### src/ulpi_ifc_pkg.sv
// constants and types of the interface control register bank
package ulpi_ifc_pkg;
    localparam logic [5:0] ADDR_WRITE = 6'h07;
    localparam logic [5:0] ADDR_SET = 6'h08;
    localparam logic [5:0] ADDR_CLEAR = 6'h09;
    localparam int BIT_PROTECT_DISABLE = 7;
    localparam int BIT_PASSTHROUGH = 6;
    localparam int BIT_FAULT_INVERT = 5;
    localparam int BIT_KEEPALIVE = 3;
    localparam int BIT_THREE_WIRE = 1;
    localparam int BIT_SIX_WIRE = 0;
    localparam logic [7:0] RESET_VALUE = 8'h00;
    // reserved bits 4 and 2 hold no flip-flop and read as zero
    localparam logic [7:0] IMPL_MASK = 8'hEB;
    // link clock edges with stp high before the link counts as released
    localparam logic [3:0] PROTECT_EDGES = 4'h3;
    localparam logic [3:0] COUNT_ZERO = 4'h0;
    typedef enum logic [1:0] {
        WATCH = 2'b01,
        RELEASED = 2'b10
    } protect_state_t;
endpackage : ulpi_ifc_pkg

### src/protect_if.sv
// signals between the register bank and the bus protect unit
`timescale 1ns/1ps
interface protect_if;
    logic link_edge;
    logic stp;
    logic protect_disable;
    logic released;
    logic stp_pullup_en;
    logic data_pulldown_en;
    modport ctrl (
        output link_edge,
        output stp,
        output protect_disable,
        input released,
        input stp_pullup_en,
        input data_pulldown_en
    );
    modport prot (
        input link_edge,
        input stp,
        input protect_disable,
        output released,
        output stp_pullup_en,
        output data_pulldown_en
    );
endinterface : protect_if

### src/bus_protect.sv
// bus protect unit: watches stp at link clock edges, steers weak pulls
`timescale 1ns/1ps
module bus_protect #(
    parameter logic [3:0] EDGES = ulpi_ifc_pkg::PROTECT_EDGES
) (
    input wire logic clk_in,
    input wire logic reset_n_in,
    input wire logic ce_in,
    protect_if.prot pif
);
    ulpi_ifc_pkg::protect_state_t state;
    ulpi_ifc_pkg::protect_state_t next_state;
    logic [3:0] count;
    logic [3:0] next_count;

    // a driven stp is a short pulse; a floating one stays high on the pull-up
    always_comb
    begin
        next_state = state;
        next_count = count;
        if (pif.protect_disable)
        begin
            next_state = ulpi_ifc_pkg::WATCH;
            next_count = ulpi_ifc_pkg::COUNT_ZERO;
        end
        else if (pif.link_edge)
        begin
            unique case (state)
                ulpi_ifc_pkg::WATCH:
                begin
                    if (!pif.stp)
                        next_count = ulpi_ifc_pkg::COUNT_ZERO;
                    else if (count + 4'h1 >= EDGES)
                        next_state = ulpi_ifc_pkg::RELEASED;
                    else
                        next_count = count + 4'h1;
                end
                ulpi_ifc_pkg::RELEASED:
                begin
                    if (!pif.stp)
                    begin
                        next_state = ulpi_ifc_pkg::WATCH;
                        next_count = ulpi_ifc_pkg::COUNT_ZERO;
                    end
                end
            endcase
        end
    end

    always_ff @(posedge clk_in or negedge reset_n_in)
    begin
        if (!reset_n_in)
        begin
            state <= ulpi_ifc_pkg::WATCH;
            count <= ulpi_ifc_pkg::COUNT_ZERO;
        end
        else if (ce_in)
        begin
            state <= next_state;
            count <= next_count;
        end
    end

    assign pif.released = (state == ulpi_ifc_pkg::RELEASED);
    assign pif.stp_pullup_en = !pif.protect_disable;
    assign pif.data_pulldown_en = pif.released && !pif.protect_disable;
endmodule : bus_protect

### src/interface_control.sv
// interface control register bank with fault path and bus protect control
//
// Summary of operation
// - protect-disable at 0 keeps protection on and weak pull-up on stp.
// - protection on and stp unexpectedly high: weak pull-downs on all data lines.
// - protection on: device itself detects link no longer driving stp.
// - protect-disable at 1 removes the stp pull-up and data pull-downs.
// - fault passes unqualified by the bus-valid comparator.
// - fault-invert 1 inverts the fault input, 0 passes it straight.
// - keepalive governs only clock power in three- and six-wire modes.
// - keepalive ignored outside serial modes or while low power is active.
// - three-wire field moves full/low-speed packets to 3-bit serial.
// - device clears the three-wire field when that mode is left.
// - six-wire field moves full/low-speed packets to 6-bit serial.
// - device clears the six-wire field when that mode is left.
// - read at 07h to 09h, write 07h, set 08h, clear 09h.
// - low power left by link asserting stp; field returns to 1.
`timescale 1ns/1ps
module interface_control (
    input wire logic clk_in,
    input wire logic reset_n_in,
    input wire logic ce_in,
    input wire logic [5:0] reg_addr_in,
    input wire logic [7:0] reg_wdata_in,
    input wire logic reg_write_in,
    input wire logic reg_read_in,
    output logic [7:0] reg_rdata_out,
    input wire logic link_clk_in,
    input wire logic stp_in,
    input wire logic fault_in,
    input wire logic phy_low_power_n_in,
    input wire logic three_wire_exit_in,
    input wire logic six_wire_exit_in,
    output logic [7:0] interface_control_out,
    output logic three_wire_serial_mode_out,
    output logic six_wire_serial_mode_out,
    output logic serial_clock_power_out,
    output logic fault_complement_out,
    output logic stp_pullup_en_out,
    output logic data_pulldown_en_out,
    output logic link_released_out,
    output logic low_power_wake_out
);
    // new register value for a write through one of the three aliases
    function automatic logic [7:0] apply_access(
        input logic [7:0] old,
        input logic [7:0] wdata,
        input logic [5:0] addr
    );
        logic [7:0] value;
        value = old;
        if (addr == ulpi_ifc_pkg::ADDR_WRITE)
            value = wdata;
        else if (addr == ulpi_ifc_pkg::ADDR_SET)
            value = old | wdata;
        else if (addr == ulpi_ifc_pkg::ADDR_CLEAR)
            value = old & ~wdata;
        return value & ulpi_ifc_pkg::IMPL_MASK;
    endfunction : apply_access

    logic [7:0] control;
    logic [7:0] next_control;
    logic [2:0] sync1;
    logic [2:0] sync2;
    logic link_clk_prev;
    logic stp_at_edge;

    protect_if pif ();

    // pins from outside the clock domain: link clock, stp, fault
    always_ff @(posedge clk_in or negedge reset_n_in)
    begin
        if (!reset_n_in)
        begin
            sync1 <= 3'h0;
            sync2 <= 3'h0;
            link_clk_prev <= 1'b0;
        end
        else if (ce_in)
        begin
            sync1 <= {fault_in, stp_in, link_clk_in};
            sync2 <= sync1;
            link_clk_prev <= sync2[0];
        end
    end

    wire link_edge = sync2[0] && !link_clk_prev;
    wire stp_s = sync2[1];
    wire fault_s = sync2[2];

    wire addr_mapped = (reg_addr_in >= ulpi_ifc_pkg::ADDR_WRITE)
        && (reg_addr_in <= ulpi_ifc_pkg::ADDR_CLEAR);
    wire do_write = reg_write_in && addr_mapped;
    wire do_read = reg_read_in && addr_mapped;
    wire [7:0] written = do_write ?
        apply_access(control, reg_wdata_in, reg_addr_in) : control;
    // leaving a mode wins over a write in the same cycle
    wire [7:0] exit_mask = {6'h00, three_wire_exit_in, six_wire_exit_in};
    assign next_control = written & ~exit_mask;

    always_ff @(posedge clk_in or negedge reset_n_in)
    begin
        if (!reset_n_in)
            control <= ulpi_ifc_pkg::RESET_VALUE;
        else if (ce_in)
            control <= next_control;
    end

    wire serial_active = control[ulpi_ifc_pkg::BIT_THREE_WIRE]
        || control[ulpi_ifc_pkg::BIT_SIX_WIRE];
    // outside serial modes the clock follows low power alone
    wire clock_power = !phy_low_power_n_in ? 1'b0 :
        serial_active ? control[ulpi_ifc_pkg::BIT_KEEPALIVE] : 1'b1;
    // no bus-valid qualification: the shared pin carries fault or power only
    wire fault_path = fault_s ^ control[ulpi_ifc_pkg::BIT_FAULT_INVERT];
    wire wake = !phy_low_power_n_in && link_edge && stp_s && !stp_at_edge;

    assign pif.link_edge = link_edge;
    assign pif.stp = stp_s;
    assign pif.protect_disable = control[ulpi_ifc_pkg::BIT_PROTECT_DISABLE];

    bus_protect #(
        .EDGES(ulpi_ifc_pkg::PROTECT_EDGES)
    ) u_bus_protect (
        .clk_in(clk_in),
        .reset_n_in(reset_n_in),
        .ce_in(ce_in),
        .pif(pif)
    );

    always_ff @(posedge clk_in or negedge reset_n_in)
    begin
        if (!reset_n_in)
            stp_at_edge <= 1'b0;
        else if (ce_in && link_edge)
            stp_at_edge <= stp_s;
    end

    always_ff @(posedge clk_in or negedge reset_n_in)
    begin
        if (!reset_n_in)
            reg_rdata_out <= 8'h00;
        else if (ce_in && reg_read_in)
            reg_rdata_out <= do_read ? control : 8'h00;
    end

    // pull-ups start enabled: protection is the reset state
    always_ff @(posedge clk_in or negedge reset_n_in)
    begin
        if (!reset_n_in)
        begin
            serial_clock_power_out <= 1'b0;
            fault_complement_out <= 1'b0;
            stp_pullup_en_out <= 1'b1;
            data_pulldown_en_out <= 1'b0;
            link_released_out <= 1'b0;
            low_power_wake_out <= 1'b0;
        end
        else if (ce_in)
        begin
            serial_clock_power_out <= clock_power;
            fault_complement_out <= fault_path;
            stp_pullup_en_out <= pif.stp_pullup_en;
            data_pulldown_en_out <= pif.data_pulldown_en;
            link_released_out <= pif.released;
            low_power_wake_out <= wake;
        end
    end

    assign interface_control_out = control;
    assign three_wire_serial_mode_out = control[ulpi_ifc_pkg::BIT_THREE_WIRE];
    assign six_wire_serial_mode_out = control[ulpi_ifc_pkg::BIT_SIX_WIRE];

    wire no_exit = !three_wire_exit_in && !six_wire_exit_in;
endmodule : interface_control

### config.mk
export PLATFORM = sky130hd
export DESIGN_NAME = interface_control
export DESIGN_NICKNAME = d
export VERILOG_FILES = /design/src/ulpi_ifc_pkg.sv /design/src/protect_if.sv /design/src/bus_protect.sv /design/src/interface_control.sv
export SDC_FILE = /design/constraint.sdc
export NUM_CORES = 1
export LEC_CHECK = 0
export ABC_AREA = 1
export BUFFER_PORTS_ARGS = -buffer_cell sky130_fd_sc_hd__buf_4
export CAP_MARGIN = 25
export CORE_ASPECT_RATIO = 1.1
export CORE_MARGIN = 3
export CORE_UTILIZATION = 30
export CTS_CLUSTER_DIAMETER = 100
export DETAILED_ROUTE_END_ITERATION = 16
export SYNTH_ARGS = -nofsm -noshare
export SYNTH_HDL_FRONTEND = slang
export SYNTH_SLANG_ARGS = --single-unit
### constraint.sdc
create_clock -name clk_in -period 3.85 [get_ports clk_in]
set_clock_uncertainty 0.2 [all_clocks]
set_input_delay 0.1925 -clock clk_in [delete_from_list [all_inputs] [get_ports clk_in]]
set_output_delay 0.1925 -clock clk_in [all_outputs]
set_load 0.03 [all_outputs]
==> out/results.tsv <==
metric	value	unit
n_antenna_cell	0	
crit_path_end	u_bus_protect.count[1]$_DFFE_PN0P_	
r2r_start	u_bus_protect.count[0]$_DFFE_PN0P_	
start_util	0.3220	
port-buffer-count	42	
start_kind	flop	
fin_crit_sh	0.4418	
worstSetupPathType	flop to flop	
avgSynthCellArea	7.924	um^2
seq_area_frac_synth	0.4827	
ys_warn_count	0	
vdd_drop_max	0.2600	mV
synth.most_common_cell	nand2_1	
wl	3592	um
ios	49	
required	3.82	ns
cp_num_cells	8	
cts_setup_buffers	0	
crit_path_start	u_bus_protect.count[0]$_DFFE_PN0P_	
cellPowerDensity	408.1	nW/um^2
synth_top_area_share	0.4511	
cts-root-buf	clkbuf_8	
rows	27	
yosysTopAreaCell	dfrtp_1	
synth_edf_count	0	
setup_tns	0	ns
ant_nets	0	
maxSlewViolCount	0	
wl_per_cell	10.85	um
async_flop_share	1.000	
gp_congestion	0.7803	
path_buf_inv	0	
cts_max_level	2	
clkSinkCount	32	
fp.dieH	84.12	um
min_from	three_wire_exit_in	
vias_per_cell	4.269	
clk_latency	0.27	ns
status	complete, no violations	
setup_viol	0	
reg2reg_slack	2.15	ns
total_leakage_power	1.110	nW
nets	285	
cts_buffers	5	
drcViolationCount	0	
antenna_found_initial	0	
fill_cells	544	
dr.first_iter.drc_count	78	
grt_pass1_wl	6237	um
dp.cells	318	
endpoint_kind	flop	
dieArea	6478	um^2
grt_use_total	0.1201	
netlist_instances	210	
path_common_cell	nand2_1	
drv_cap	0	
gr-total-overflow	0	
syn2layout_area_growth	29.92	%
rsz0062_at_grt	no	
crit_slowest_cell	dfrtp_1	
first_pass_iters	4	
timing.fmax	587.9	MHz
cp_top_family	simple AND/OR/NAND/NOR gates	
clkTransAtPathRegs	0.07	ns
coreArea	5169	um^2
hold_class	input pin to flop	
netlist_top_cells_area	dfrtp_1 45%, nand2_1 16%, nand3_1 4.8%, o21ai_0 4.8%, inv_1 3.8%	
synth_flop_cell	dfrtp_1	
worstPathCellList	ha_1 -> xor2_1 -> nor2_1 -> nand2_1 -> nand3_1 -> nand2_2 -> nand2_1 -> nand2_1	
power	882.3	uW
instances_no_fill	331	
crit_fanout	5	
ctsLongestPathBuffers	2	
grt_pass1_vias	1359	
reg2reg_to	u_bus_protect.count[1]$_DFFE_PN0P_	
grt_max_degree	33	
syn-cell-area	1664	um^2
hpwl	2724	um
die_x	77.01	um
vias	1413	
synth_seq_cells	32	
tritoncts	built	
layout_min_cycle_time	1.701	ns
drive_gt1_frac	0.2625	
cp.arrival	1.68	ns
hold_viol	0	
reg2regPathDepth	8	
cpPeakStageDelay	0.43	ns
ys_top_cells_by_count	71 x nand2_1, 30 x dfrtp_1, 17 x inv_1	
synth_cell_types	28	
[timing repair]
action                    CTS  global route
gates resized for setup     0             0
hold buffers                5             0
hold endpoints to repair   37             0
[logic make-up after synthesis]
kind of cell / count (synthesis) / share of synthesized area
AND/OR/NAND/NOR: 115 / 0.3000
flip-flops: 32 / 0.4827
AO/OA/AOI/OAI: 29 / 0.1045
buffers and inverters: 28 / 0.07969
XOR/XNOR: 3 / 0.01579
adder cells (fa/ha/maj): 2 / 0.01504
other: 1 / 0.002253
[placed cells by master, fill, tap and decap left out]
cell,instances
clkbuf_8,6
nor2_1,15
o21ai_4,1
a21oi_1,2
clkinv_2,2
nand2_2,2
or2_1,1
xnor2_1,1
or2_2,2
nand2_4,1
xor2_1,2
nand2_1,71
o21ai_1,4
nand3_1,16
o21ai_2,1
o41ai_1,1
inv_2,2
dlygate4sd3_1,5
buf_4,42
o21bai_1,4
conb_1,4
dfstp_2,2
o21ai_0,16
or2_4,1
dfrtp_1,30
inv_1,17
nor2_2,4
nand3_2,2
ha_1,2
[routing by layer]
metal | track usage | wire, um
met2 | 0.2013 | 1687
met5 | 0 | 0
met1 | 0.1435 | 1636
met3 | 0.03672 | 201
met4 | 0.04854 | 67
[worst min-delay path: cells and delay by family]
kind                   cells  cell delay [ns]
AOI/OAI and AO/OA          1             0.03
and+or+nand+nor            3             0.18
buffers and inverters      1             0.07
[area by class of cell]
| class | count | area, um^2 | share of cell area |
|---|---|---|---|
| clock inverter | 2 | 10.01 | 0.004630 |
| tap | 72 | 90.09 | 0.04167 |
| sequential | 32 | 803.3 | 0.3715 |
| multi-input combinational | 153 | 739.5 | 0.3420 |
| clock buffer | 6 | 82.58 | 0.03819 |
| timing repair buffer | 47 | 365.4 | 0.1690 |
| inverter | 19 | 71.32 | 0.03299 |
[stage by stage]
stage | instance area, um^2 | hold slack (ns) | util | setup WS [ns]
global placement | 2019 | -0.04159 | 0.3907 | 2.162
CTS | 2162 | 0.01974 | 0.4183 | 2.139
floorplan | 1675 | -0.3031 | - | 2.299
detailed placement | 2019 | -0.03667 | 0.3907 | 2.156
global route | 2162 | 0.04238 | 0.4183 | 1.995
finish | 2162 | 0.02534 | 0.4183 | 2.149
[sequential cells by signal, indices dropped and copies added (netlist names), 2 cells and up]
name                   count
u_bus_protect.state        2
reg_rdata_out              6
sync1                      3
interface_control_out      6
sync2                      3
u_bus_protect.count        4
[power by group]
part | internal (mW) | switching (mW)
Sequential | 0.381 | 0.0282
Combinational | 0.0821 | 0.124
Clock | 0.143 | 0.124
Total | 0.606 | 0.277
[worst min path at each step]
stage | endpoint | slack, ns | cells past startpoint
2_1_floorplan | data_pulldown_en_out$_DFFE_PN0P_ | -0.30 | 0
3_3_place_gp | u_bus_protect.count[0]$_DFFE_PN0P_ | -0.04 | 1
3_5_place_dp | u_bus_protect.count[0]$_DFFE_PN0P_ | -0.04 | 1
4_1_cts | interface_control_out[1]$_DFFE_PN0P_ | 0.02 | 5
5_1_grt | sync2[0]$_DFFE_PN0P_ | 0.04 | 3
6_report | interface_control_out[1]$_DFFE_PN0P_ | 0.03 | 5
Note: power is estimated with default switching activity, not from simulation.
